$ cat src/include/swing_pkg.sv
// Shared constants and types for the output swing and retimer bypass registers
`default_nettype none

package swing_pkg;

   // ==========================================================
   // Register geometry
   localparam int unsigned REG_W = 16;
   localparam int unsigned FIELD_W = 4;
   localparam int unsigned BUS_W = 32;

   // ==========================================================
   // Register indices; byte address on the bus is four times the index
   localparam int unsigned IDX_A_HIGH = 32'h0000_001D;
   localparam int unsigned IDX_B_LOW = 32'h0000_001E;
   localparam int unsigned IDX_B_HIGH = 32'h0000_001F;
   localparam int unsigned IDX_SKIP = 32'h0000_0020;

   // ==========================================================
   // Field positions (least significant bit of each field)
   localparam int unsigned UNLOCK_LSB = 12;
   localparam int unsigned MUTE_LSB = 8;
   localparam int unsigned AMP_6G_LSB = 4;
   localparam int unsigned AMP_3G_LSB = 0;
   localparam int unsigned AMP_HD_LSB = 8;
   localparam int unsigned AMP_SD_LSB = 4;
   localparam int unsigned AMP_AUDIO_LSB = 0;
   localparam int unsigned MANUAL_BIT = 1;
   localparam int unsigned AUTO_BIT = 0;

   // ==========================================================
   // Values after reset and writable bits
   localparam logic [REG_W-1:0] RST_A_HIGH = 16'h3333;
   localparam logic [REG_W-1:0] RST_B_LOW = 16'h0333;
   localparam logic [REG_W-1:0] RST_B_HIGH = 16'h3333;
   localparam logic [REG_W-1:0] RST_SKIP = 16'h0001;
   localparam logic [REG_W-1:0] MASK_A_HIGH = 16'hFFFF;
   localparam logic [REG_W-1:0] MASK_B_LOW = 16'h0FFF;
   localparam logic [REG_W-1:0] MASK_B_HIGH = 16'hFFFF;
   localparam logic [REG_W-1:0] MASK_SKIP = 16'h0003;

   // ==========================================================
   // Detected or selected line rate
   typedef enum logic [2:0] {
      RATE_6G,
      RATE_3G,
      RATE_HD,
      RATE_SD,
      RATE_AUDIO
   } rate_t;

endpackage

`default_nettype wire

$ cat src/verilog/output_swing_bypass_control.sv
// Wishbone register bank for output swing selection and retimer bypass
`default_nettype none

// Functional notes
// - Output A mute amplitude, bits 11:8, reset 3, drives output A while muted.
// - Mute amplitude beats rate and bypass amplitudes on each output.
// - Output B bypass amplitude, bits 15:12, reset 3, used while retimer bypassed.
// - Bypass amplitude also used while unlocked, beating every rate amplitude.
// - 5.94 Gb/s amplitude at bits 7:4, reset 3, used for locked 6G data.
// - 2.97 Gb/s amplitude at bits 3:0, reset 3, used for locked 3G data.
// - Output B 1.485 Gb/s amplitude, bits 11:8, reset 3, locked HD data.
// - Output B 0.27 Gb/s amplitude, bits 7:4, reset 3, locked SD data.
// - Output B 0.125 Gb/s amplitude, bits 3:0, reset 3, locked audio data.
// - Manual skip bit 1, reset 0; one routes data around the retimer.
// - Manual skip forces retimer skip whatever the automatic setting.
// - Automatic skip bit 0, reset 1; skips retimer while unlocked when set.
module output_swing_bypass_control
   import swing_pkg::*;
#(
   parameter int ADDR_W = 8
) (
   // Clock, reset, enable
   input wire logic clk_i,
   input wire logic rst_i,
   input wire logic ce_i,
   // Wishbone slave
   input wire logic wb_cyc_i,
   input wire logic wb_stb_i,
   input wire logic wb_we_i,
   input wire logic [ADDR_W-1:0] wb_adr_i,
   input wire logic [3:0] wb_sel_i,
   input wire logic [BUS_W-1:0] wb_dat_i,
   output logic [BUS_W-1:0] wb_dat_o,
   output logic wb_ack_o,
   // Reclocker status
   input wire logic locked_i,
   input wire rate_t rate_i,
   input wire logic serial_out_a_muted_i,
   input wire logic serial_out_b_muted_i,
   // Output A lower-rate amplitudes from the neighbouring register
   input wire logic [FIELD_W-1:0] out_a_amp_hd_i,
   input wire logic [FIELD_W-1:0] out_a_amp_sd_i,
   input wire logic [FIELD_W-1:0] out_a_amp_audio_i,
   // Driver and retimer control
   output logic [FIELD_W-1:0] serial_out_a_amp_o,
   output logic [FIELD_W-1:0] serial_out_b_amp_o,
   output logic retimer_bypass_o
);

   // ==========================================================
   // Parameter checks
   // Highest index times four must fit in the byte address
   if (ADDR_W < 8 || ADDR_W > 32) begin : g_bad_addr
      $error("output_swing_bypass_control: ADDR_W must be 8 to 32");
   end

   // ==========================================================
   // Bus decode
   logic req;
   logic wr;
   logic [ADDR_W-3:0] word_idx;
   logic hit_a_high;
   logic hit_b_low;
   logic hit_b_high;
   logic hit_skip;
   logic [REG_W-1:0] reg_a_high;
   logic [REG_W-1:0] reg_b_low;
   logic [REG_W-1:0] reg_b_high;
   logic [REG_W-1:0] reg_skip;
   logic [REG_W-1:0] rd_word;
   logic next_ack;
   logic [BUS_W-1:0] next_dat;

   function automatic logic idx_is(input logic [ADDR_W-3:0] idx, input int unsigned target);
      idx_is = (idx == target[ADDR_W-3:0]);
   endfunction

   // New request only while no answer is standing
   assign req = wb_cyc_i && wb_stb_i && !wb_ack_o;
   assign wr = req && wb_we_i;
   assign word_idx = wb_adr_i[ADDR_W-1:2];
   assign hit_a_high = idx_is(word_idx, IDX_A_HIGH);
   assign hit_b_low = idx_is(word_idx, IDX_B_LOW);
   assign hit_b_high = idx_is(word_idx, IDX_B_HIGH);
   assign hit_skip = idx_is(word_idx, IDX_SKIP);

   always_comb begin
      if (hit_a_high) begin
         rd_word = reg_a_high;
      end else if (hit_b_low) begin
         rd_word = reg_b_low;
      end else if (hit_b_high) begin
         rd_word = reg_b_high;
      end else if (hit_skip) begin
         rd_word = reg_skip;
      end else begin
         // Unmapped words answer normally and read as zero
         rd_word = 16'h0000;
      end
   end

   always_comb begin
      next_ack = req;
      next_dat = wb_dat_o;
      if (req && !wb_we_i) begin
         next_dat = {16'h0000, rd_word};
      end
   end

   always_ff @(posedge clk_i) begin
      if (rst_i) begin
         wb_ack_o <= 1'b0;
         wb_dat_o <= 32'h0000_0000;
      end else if (ce_i) begin
         wb_ack_o <= next_ack;
         wb_dat_o <= next_dat;
      end
   end

   // ==========================================================
   // Registers; reserved bits are masked and always read zero
   swing_reg #(
      .RESET_VAL(RST_A_HIGH),
      .WMASK(MASK_A_HIGH)
   ) u_reg_a_high (
      .clk_i(clk_i),
      .rst_i(rst_i),
      .ce_i(ce_i),
      .wr_i(wr && hit_a_high),
      .sel_i(wb_sel_i[1:0]),
      .wdata_i(wb_dat_i[REG_W-1:0]),
      .value_o(reg_a_high)
   );

   swing_reg #(
      .RESET_VAL(RST_B_LOW),
      .WMASK(MASK_B_LOW)
   ) u_reg_b_low (
      .clk_i(clk_i),
      .rst_i(rst_i),
      .ce_i(ce_i),
      .wr_i(wr && hit_b_low),
      .sel_i(wb_sel_i[1:0]),
      .wdata_i(wb_dat_i[REG_W-1:0]),
      .value_o(reg_b_low)
   );

   swing_reg #(
      .RESET_VAL(RST_B_HIGH),
      .WMASK(MASK_B_HIGH)
   ) u_reg_b_high (
      .clk_i(clk_i),
      .rst_i(rst_i),
      .ce_i(ce_i),
      .wr_i(wr && hit_b_high),
      .sel_i(wb_sel_i[1:0]),
      .wdata_i(wb_dat_i[REG_W-1:0]),
      .value_o(reg_b_high)
   );

   swing_reg #(
      .RESET_VAL(RST_SKIP),
      .WMASK(MASK_SKIP)
   ) u_reg_skip (
      .clk_i(clk_i),
      .rst_i(rst_i),
      .ce_i(ce_i),
      .wr_i(wr && hit_skip),
      .sel_i(wb_sel_i[1:0]),
      .wdata_i(wb_dat_i[REG_W-1:0]),
      .value_o(reg_skip)
   );

   // ==========================================================
   // Retimer bypass
   logic manual_skip;
   logic auto_skip;
   logic bypass_now;
   logic next_bypass;

   assign manual_skip = reg_skip[MANUAL_BIT];
   assign auto_skip = reg_skip[AUTO_BIT];
   // Manual skip wins; automatic skip only acts while unlocked
   assign bypass_now = manual_skip || (auto_skip && !locked_i);

   always_comb begin
      next_bypass = bypass_now;
   end

   always_ff @(posedge clk_i) begin
      if (rst_i) begin
         retimer_bypass_o <= 1'b0;
      end else if (ce_i) begin
         retimer_bypass_o <= next_bypass;
      end
   end

   // ==========================================================
   // Amplitude selection per output
   // Unretimed data, whether bypassed or merely unlocked, uses one field
   logic unretimed;
   assign unretimed = bypass_now || !locked_i;

   amp_select #(
      .AMP_W(FIELD_W)
   ) u_amp_a (
      .clk_i(clk_i),
      .rst_i(rst_i),
      .ce_i(ce_i),
      .muted_i(serial_out_a_muted_i),
      .unretimed_i(unretimed),
      .rate_i(rate_i),
      .amp_6g_i(reg_a_high[AMP_6G_LSB +: FIELD_W]),
      .amp_3g_i(reg_a_high[AMP_3G_LSB +: FIELD_W]),
      .amp_hd_i(out_a_amp_hd_i),
      .amp_sd_i(out_a_amp_sd_i),
      .amp_audio_i(out_a_amp_audio_i),
      .amp_unlocked_i(reg_a_high[UNLOCK_LSB +: FIELD_W]),
      .amp_muted_i(reg_a_high[MUTE_LSB +: FIELD_W]),
      .amp_o(serial_out_a_amp_o)
   );

   amp_select #(
      .AMP_W(FIELD_W)
   ) u_amp_b (
      .clk_i(clk_i),
      .rst_i(rst_i),
      .ce_i(ce_i),
      .muted_i(serial_out_b_muted_i),
      .unretimed_i(unretimed),
      .rate_i(rate_i),
      .amp_6g_i(reg_b_high[AMP_6G_LSB +: FIELD_W]),
      .amp_3g_i(reg_b_high[AMP_3G_LSB +: FIELD_W]),
      .amp_hd_i(reg_b_low[AMP_HD_LSB +: FIELD_W]),
      .amp_sd_i(reg_b_low[AMP_SD_LSB +: FIELD_W]),
      .amp_audio_i(reg_b_low[AMP_AUDIO_LSB +: FIELD_W]),
      .amp_unlocked_i(reg_b_high[UNLOCK_LSB +: FIELD_W]),
      .amp_muted_i(reg_b_high[MUTE_LSB +: FIELD_W]),
      .amp_o(serial_out_b_amp_o)
   );

   logic run_b;
   assign run_b = ce_i && !serial_out_b_muted_i && !bypass_now && locked_i;
endmodule

`default_nettype wire

$ cat src/verilog/swing_reg.sv
// One 16-bit control register with byte-lane writes and a writable-bit mask
`default_nettype none

module swing_reg
   import swing_pkg::*;
#(
   parameter logic [REG_W-1:0] RESET_VAL = 16'h0000,
   parameter logic [REG_W-1:0] WMASK = 16'hFFFF
) (
   // Clock, reset, enable
   input wire logic clk_i,
   input wire logic rst_i,
   input wire logic ce_i,
   // Write port
   input wire logic wr_i,
   input wire logic [1:0] sel_i,
   input wire logic [REG_W-1:0] wdata_i,
   // Stored value
   output logic [REG_W-1:0] value_o
);

   logic [REG_W-1:0] lane;
   logic [REG_W-1:0] next_value;

   // Reserved bits must reset to zero or they could never be cleared
   if ((RESET_VAL & ~WMASK) != 16'h0000) begin : g_bad_reset
      $error("swing_reg: reset value sets bits that are not writable");
   end

   always_comb begin
      lane = {{8{sel_i[1]}}, {8{sel_i[0]}}} & WMASK;
      next_value = value_o;
      if (wr_i) begin
         next_value = (value_o & ~lane) | (wdata_i & lane);
      end
   end

   always_ff @(posedge clk_i) begin
      if (rst_i) begin
         value_o <= RESET_VAL;
      end else if (ce_i) begin
         value_o <= next_value;
      end
   end

endmodule

`default_nettype wire

$ cat src/verilog/amp_select.sv
// Picks the drive amplitude of one serial output by mute, bypass and rate
`default_nettype none

module amp_select
   import swing_pkg::*;
#(
   parameter int AMP_W = 4
) (
   // Clock, reset, enable
   input wire logic clk_i,
   input wire logic rst_i,
   input wire logic ce_i,
   // Output state
   input wire logic muted_i,
   input wire logic unretimed_i,
   input wire rate_t rate_i,
   // Amplitude fields
   input wire logic [AMP_W-1:0] amp_6g_i,
   input wire logic [AMP_W-1:0] amp_3g_i,
   input wire logic [AMP_W-1:0] amp_hd_i,
   input wire logic [AMP_W-1:0] amp_sd_i,
   input wire logic [AMP_W-1:0] amp_audio_i,
   input wire logic [AMP_W-1:0] amp_unlocked_i,
   input wire logic [AMP_W-1:0] amp_muted_i,
   // Chosen amplitude
   output logic [AMP_W-1:0] amp_o
);

   logic [AMP_W-1:0] next_amp;

   if (AMP_W != int'(FIELD_W)) begin : g_bad_width
      $error("amp_select: amplitude width must match the register fields");
   end

   always_comb begin
      if (muted_i) begin
         next_amp = amp_muted_i;
      end else if (unretimed_i) begin
         next_amp = amp_unlocked_i;
      end else begin
         case (rate_i)
            RATE_6G: next_amp = amp_6g_i;
            RATE_3G: next_amp = amp_3g_i;
            RATE_HD: next_amp = amp_hd_i;
            RATE_SD: next_amp = amp_sd_i;
            RATE_AUDIO: next_amp = amp_audio_i;
            // Unknown rate code: fall back to the unretimed amplitude
            default: next_amp = amp_unlocked_i;
         endcase
      end
   end

   always_ff @(posedge clk_i) begin
      if (rst_i) begin
         amp_o <= RST_A_HIGH[AMP_3G_LSB +: AMP_W];
      end else if (ce_i) begin
         amp_o <= next_amp;
      end
   end

endmodule

`default_nettype wire

$ cat config.mk
export PLATFORM = sky130hd
export DESIGN_NAME = output_swing_bypass_control
export DESIGN_NICKNAME = d
export VERILOG_FILES = /design/src/include/swing_pkg.sv /design/src/verilog/output_swing_bypass_control.sv /design/src/verilog/swing_reg.sv /design/src/verilog/amp_select.sv
export SDC_FILE = /design/constraint.sdc
export NUM_CORES = 1
export LEC_CHECK = 0
export BUFFER_PORTS_ARGS = -buffer_cell sky130_fd_sc_hd__buf_2
export CAP_MARGIN = 20
export CORE_AREA = 3 3 97 99
export CTS_BUF_LIST = sky130_fd_sc_hd__clkbuf_4
export DETAILED_ROUTE_END_ITERATION = 8
export DIE_AREA = 0 0 100 102
export GPL_TIMING_DRIVEN = 0
export HOLD_SLACK_MARGIN = 0.08
export PLACE_DENSITY = 0.67
export SETUP_SLACK_MARGIN = 0.2
export SLEW_MARGIN = 20
export SYNTH_ARGS = -nofsm -noshare
export SYNTH_HDL_FRONTEND = slang
export SYNTH_SLANG_ARGS = --single-unit
$ cat constraint.sdc
create_clock -name clk_i -period 1.5 [get_ports clk_i]
set_input_delay 0.3 -clock clk_i [delete_from_list [all_inputs] [get_ports clk_i]]
set_output_delay 0.3 -clock clk_i [all_outputs]
set_load 0.005 [all_outputs]
==> reports/results.ini, run 1 <==
[routing]
ant_nets=0
drt_wl_total_um=12600
drtPass1Iterations=6
viasPerCell=5.66
post_drt_wl_per_cell_um=18.5
drtIter0Drc=325
drc=0
dr_total_vias=3852

[die]
core_mm2=0.00864
fp.dieH_um=102
fp.dieArea_mm2=0.0102
fp.dieW_um=100
start_util=0.428
rows=34
io_pins=110

[run_status]
status=finished, violations left
violations=negative setup slack

[synth]
synth-async-reset-ratio=0
synth.distinct_cells=46
synth_area_mm2=0.00369
synth_seq_cells=72
yosysWarnings=0
synth_flop_cell=dfxtp_1
avgSynthCellArea_um2=8.55
synth_seq_area_share=0.390
synth_edf_count=0
syn_inst=432

[setup_path]
cp_cell_sequence=and4b_4, nand3_4, buf_4, clkbuf_8, o21ai_1, a21oi_2
critPathLaunchType=flip-flop
crit_fanout=10
reg2reg_depth=6
critical_path.top_delay_family=simple AND/OR/NAND/NOR gates
end_kind=flip-flop
cp_num_buf_inv=2
crit_type=flip-flop to flip-flop
slowest_delay_ps=360
crit_required_ps=1790
cp.depth=6
crit_slowest_cell=and4b_4
worst_ep_arrival_time_ps=1860
reg2reg_from=wb_ack_o
rrSetupSlack_ps=-70

[clock_network]
cts_tree=built
clk_pin_slew_worst_paths_ps=120
cts.sinks=72
root_buffer=clkbuf_4
cts_buffers=9
insertion_delay_ps=420
h-tree-depth=3
cts_buffer_depth=2

[sta]
setup_violations=42
relSlewSlack=0.511
post-route-period-util=1.05
drv_slew=0
hold_viol=0
finClkSkew_ps=9.95
setup_ws_ps=-72.8
worstMarginPinSlew_ps=734
max_freq_ghz=0.636
rsz0062_at_grt=true
fin_crit_ps=1570

[final_layout]
postLayoutCellArea_mm2=0.00521
drive_above_1_share=0.428
stdcell_count=681
nets=636
n_fill_cell=769
layout_common_cells=71 x buf_2, 70 x dfxtp_1, 36 x nand2_1, 33 x buf_4, 31 x nor2b_1
syn2layout_area_growth_pct=41.0
final_common_cell=buf_2
antenna_cells=0
regArea_mm2=0.00145
multi_input_area_mm2=0.00225

[power]
ir_drop_mv=0.346
seq_power_share=0.482
switching_share=0.250
p_int_w=0.00301
power.density_mw_per_mm2=770
leakage_nw=2.07
p_comb_frac=0.126
p_sw_w=0.00100
power_frac_clock=0.391

[placement]
gp_congestion=0.950
port_buffers=71
placed_area_mm2=0.00431
place_hpwl_um=8810
place_inst=626

[worst_hold_path]
hold_depth=3
min_from=wb_dat_i[2]
hold_class=primary input to flip-flop

[run]
maxCapViolCount=0

[global_route]
grt_pass1_wl_um=19000
antenna_found_initial=0
grt_max_degree=13
first_global_vias=3581
globalRouteTotalUtil=0.243
gr-total-overflow=0

==> power by group through the flow <==
stage,clock network (W),logic (W),registers [W]
2_1_floorplan,0,0.000239,0.00198
3_3_place_gp,0,0.000407,0.00198
3_5_place_dp,0,0.000411,0.00198
4_1_cts,0.00158,0.000455,0.00193
5_1_grt,0.00167,0.000545,0.00194
6_report,0.00157,0.000507,0.00194
==> area by class of cell <==
class                           instances  share of cell area
Multi-Input combinational cell        320               0.433
Sequential cell                        72               0.278
Timing Repair Buffer                  110               0.145
Buffer                                 49              0.0790
Tap cell                              108              0.0259
Clock inverter                          6              0.0207
Clock buffer                           10              0.0144
Inverter                                6             0.00432
==> synthesized netlist by cell type, types with 2 or more instances <==
| cell | count | area [µm²] |
|---|---|---|
| nor2_4 | 5 | 56.3 |
| a22oi_1 | 7 | 52.6 |
| inv_1 | 6 | 22.5 |
| o21a_1 | 2 | 15.0 |
| o211ai_1 | 11 | 82.6 |
| nor2b_1 | 34 | 213 |
| nand2_1 | 49 | 184 |
| buf_6 | 4 | 45.0 |
| nand2b_1 | 2 | 12.5 |
| nor3_1 | 8 | 40.0 |
| a31o_2 | 2 | 17.5 |
| nand3_1 | 3 | 15.0 |
| a311oi_1 | 4 | 35.0 |
| dfxtp_1 | 72 | 1440 |
| nand3b_1 | 3 | 22.5 |
| a21oi_1 | 40 | 200 |
| buf_4 | 21 | 158 |
| mux2_2 | 9 | 101 |
| a211o_1 | 21 | 184 |
| a221oi_1 | 3 | 26.3 |
| o31ai_1 | 2 | 15.0 |
| nand3_4 | 2 | 35.0 |
| a211oi_1 | 2 | 15.0 |
| a31oi_1 | 5 | 31.3 |
| a21o_1 | 2 | 15.0 |
| buf_2 | 4 | 20.0 |
| nor2_1 | 20 | 75.1 |
| o2bb2ai_1 | 10 | 87.6 |
| o21ai_0 | 33 | 165 |
| clkbuf_1 | 20 | 75.1 |
| o221ai_1 | 4 | 35.0 |
| mux2i_1 | 8 | 80.1 |
==> metal layers <==
metal  track usage  part of all wire
met2         0.391              0.46
met3        0.0430             0.090
met1         0.332              0.43
met5             0                 0
met4        0.0756             0.025
==> worst register-to-register path: cells and delay by family (launching register included) <==
family                 cells  cell delay [ps]
AND/OR/NAND/NOR            2              520
AO/OA/AOI/OAI              2              220
flip-flops                 1              340
buffers and inverters      2              360
==> worst max path at each step <==
stage	startpoint	end
floorplan	wb_adr_i[6]	flip-flop
global placement	wb_adr_i[3]	flip-flop
detailed placement	wb_adr_i[3]	flip-flop
CTS	wb_ack_o	flip-flop
global route	wb_ack_o	flip-flop
finish	wb_ack_o	flip-flop
==> repair_timing <==
action	in CTS	in global routing
hold endpoints to repair	4	0
setup buffers	25	9
pin swaps	30	26
endpoints found under the setup margin	68	71
hold buffers	2	0
gates cloned	3	0
gates resized for setup	62	54
==> cells by family after synthesis <==
kind of cell | after synthesis | synth area share
other cells | 1 | 0.00101
flops | 72 | 0.390
compound gates | 149 | 0.267
simple gates | 138 | 0.206
mux | 17 | 0.0491
buf+inv | 55 | 0.0867
==> stage by stage <==
stage	power, W	utilization	setup TNS, ps	hold slack, ps	setup slack (ps)
after floorplan	0.00222	-	-149	418	-72.2
after global placement	0.00239	0.499	-12790	438	-431
after detailed placement	0.00239	0.499	-13790	444	-441
after CTS	0.00397	0.572	-545	101	-57.2
after global routing	0.00415	0.603	-3940	94.4	-129
final	0.00401	0.603	-1410	118	-72.8
(Power assumes the default switching activity.)
==> inputs of run 2 (changes only) <==
--- a/config.mk
+++ b/config.mk
@@ -7,14 +7,13 @@
 export LEC_CHECK = 0
 export BUFFER_PORTS_ARGS = -buffer_cell sky130_fd_sc_hd__buf_2
 export CAP_MARGIN = 20
-export CORE_AREA = 3 3 97 99
+export CORE_AREA = 3 3 93 104
 export CTS_BUF_LIST = sky130_fd_sc_hd__clkbuf_4
 export DETAILED_ROUTE_END_ITERATION = 8
-export DIE_AREA = 0 0 100 102
+export DIE_AREA = 0 0 96 107
 export GPL_TIMING_DRIVEN = 0
 export HOLD_SLACK_MARGIN = 0.08
 export PLACE_DENSITY = 0.67
-export SETUP_SLACK_MARGIN = 0.2
 export SLEW_MARGIN = 20
 export SYNTH_ARGS = -nofsm -noshare
 export SYNTH_HDL_FRONTEND = slang
==> run 2 against run 1 <==
  * The flow still finishes with violations (negative setup slack)
  * Setup slack lost 1.4 ps
  * Via count shrank 4.9%
  * Sequential share of layout area grew 3.1 points
  * Combinational power shrank 17%
  * Clock power shrank 24%
  * Fmax is essentially flat
  * Non-clock buffer count shrank 23
  * Sequential cell count is the same
  * Global-route usage shrank 2.2 points
  * Total power shrank 11%
  * Critical path type unchanged
==> reports/results.ini, run 2 (synthesis results as in run 1) <==
[run_status]
status=finished, violations left
violations=negative setup slack

[die]
start_util=0.421
fp.dieArea_mm2=0.0103
rows=36
io_pins=110
fp.dieW_um=96
fp.dieH_um=107
core_mm2=0.00878

[setup_path]
slowest_delay_ps=370
cp_cell_sequence=and4b_4, nand3_4, and2b_2, nor2b_1, a211o_1
crit_fanout=7
crit_type=flip-flop to flip-flop
cp.depth=5
end_kind=flip-flop
crit_slowest_cell=and4b_4
critPathLaunchType=flip-flop
critical_path.top_delay_family=simple AND/OR/NAND/NOR gates
reg2reg_depth=5
cp_num_buf_inv=0
crit_required_ps=1810
worst_ep_arrival_time_ps=1880

[final_layout]
stdcell_count=664
multi_input_area_mm2=0.00209
antenna_cells=0
n_fill_cell=859
final_common_cell=buf_2
syn2layout_area_growth_pct=26.3
drive_above_1_share=0.342
nets=613
regArea_mm2=0.00144
layout_common_cells=73 x buf_2, 71 x dfxtp_1, 38 x nand2_1, 32 x nor2b_1, 32 x a21oi_1
final_util=0.531

[sta]
hold_viol=0
finClkSkew_ps=12.3
rsz0062_at_grt=true
worstMarginPinSlew_ps=706
setup_tns_ps=-999
relSlewSlack=0.529
fin_crit_ps=1570
max_freq_ghz=0.635
drv_slew=0
post-route-period-util=1.05
setup_violations=23
setup_ws_ps=-74.3

[global_route]
grt_pass1_wl_um=17100
globalRouteTotalUtil=0.220
grt_max_degree=12
antenna_found_initial=0
gr-total-overflow=0
first_global_vias=3355

[placement]
post-place-ws_ps=-566
place_inst=632
place_hpwl_um=8620
gp_congestion=0.960
port_buffers=71

[clock_network]
root_buffer=clkbuf_4
cts_tree=built
clk_pin_slew_worst_paths_ps=120
insertion_delay_ps=420
h-tree-depth=3
cts.sinks=72
cts_buffer_depth=2
cts_buffers=9
holdBufCountCts=0

[worst_hold_path]
hold_class=primary input to flip-flop
hold_depth=2

[power]
ir_drop_mv=0.411
leakage_nw=1.84
power.density_mw_per_mm2=763

[routing]
post_drt_wl_per_cell_um=17.2
ant_nets=0
drtPass1Iterations=5
drt_wl_total_um=11400
drtIter0Drc=253
drc=0
dr_total_vias=3663
viasPerCell=5.52

[run]
maxCapViolCount=0

==> run 2: cell count changes in the layout (fill, tap and decap cells not counted), sizes merged <==
cell / change
buf: -19
bufinv: -2
dlygate4sd3: -2
clkbuf: -1
clkinv: +1
==> run 2: power breakdown <==
| group | switching, W | internal, W |
|---|---|---|
| registers | 0.00000818 | 0.00193 |
| logic | 0.000248 | 0.000174 |
| clock network | 0.000673 | 0.000531 |
| total | 0.000929 | 0.00263 |
==> run 2: metrics by stage <==
stage / hold WS, ps / power, W / cell area [µm²]
6_report: 93.8 / 0.00356 / 4670
5_1_grt: 91.3 / 0.00368 / 4670
4_1_cts: 86.4 / 0.00356 / 4580
3_5_place_dp: 442 / 0.00238 / 4260
3_3_place_gp: 439 / 0.00237 / 4260
2_1_floorplan: 418 / 0.00220 / 3760
==> run 2: worst paths after layout <==
| kind | startpoint | end | slack (ps) |
|---|---|---|---|
| setup / recovery | wb_ack_o | flip-flop | -70 |
| hold / removal | wb_dat_i[12] | flip-flop | 90 |
| setup reg to reg | wb_ack_o | flip-flop | -70 |
| hold reg to reg | wb_dat_o[9] | wb_dat_o[9] | 460 |
==> run 2: layout make-up <==
class                           instances  share of cell area
Multi-Input combinational cell        320               0.447
Sequential cell                        72               0.309
Timing Repair Buffer                   88               0.111
Buffer                                 48              0.0700
Tap cell                              114              0.0306
Clock buffer                           11              0.0177
Clock inverter                          5              0.0102
Inverter                                6             0.00483
==> run 2: worst reg2reg max path, cell delays in order, from the launching register on <==
cell     delay, ps
dfxtp_2        340
and4b_4        370
nand3_4        180
and2b_2        300
nor2b_1         50
a211o_1        220
==> run 2: routing by layer <==
metal / routed length (µm) / GRT usage / vias to the layer above
li1: - / - / 1750
met1: 4870 / 0.293 / 1724
met2: 5240 / 0.342 / 167
met3: 981 / 0.0533 / 22
met4: 304 / 0.0803 / 0
met5: 0 / 0 / -
==> run 2: timing repair <==
action                                  CTS  global route
pin swaps                                34            13
setup buffers                            16             1
endpoints found under the setup margin   53            62
resized for setup                        32            42
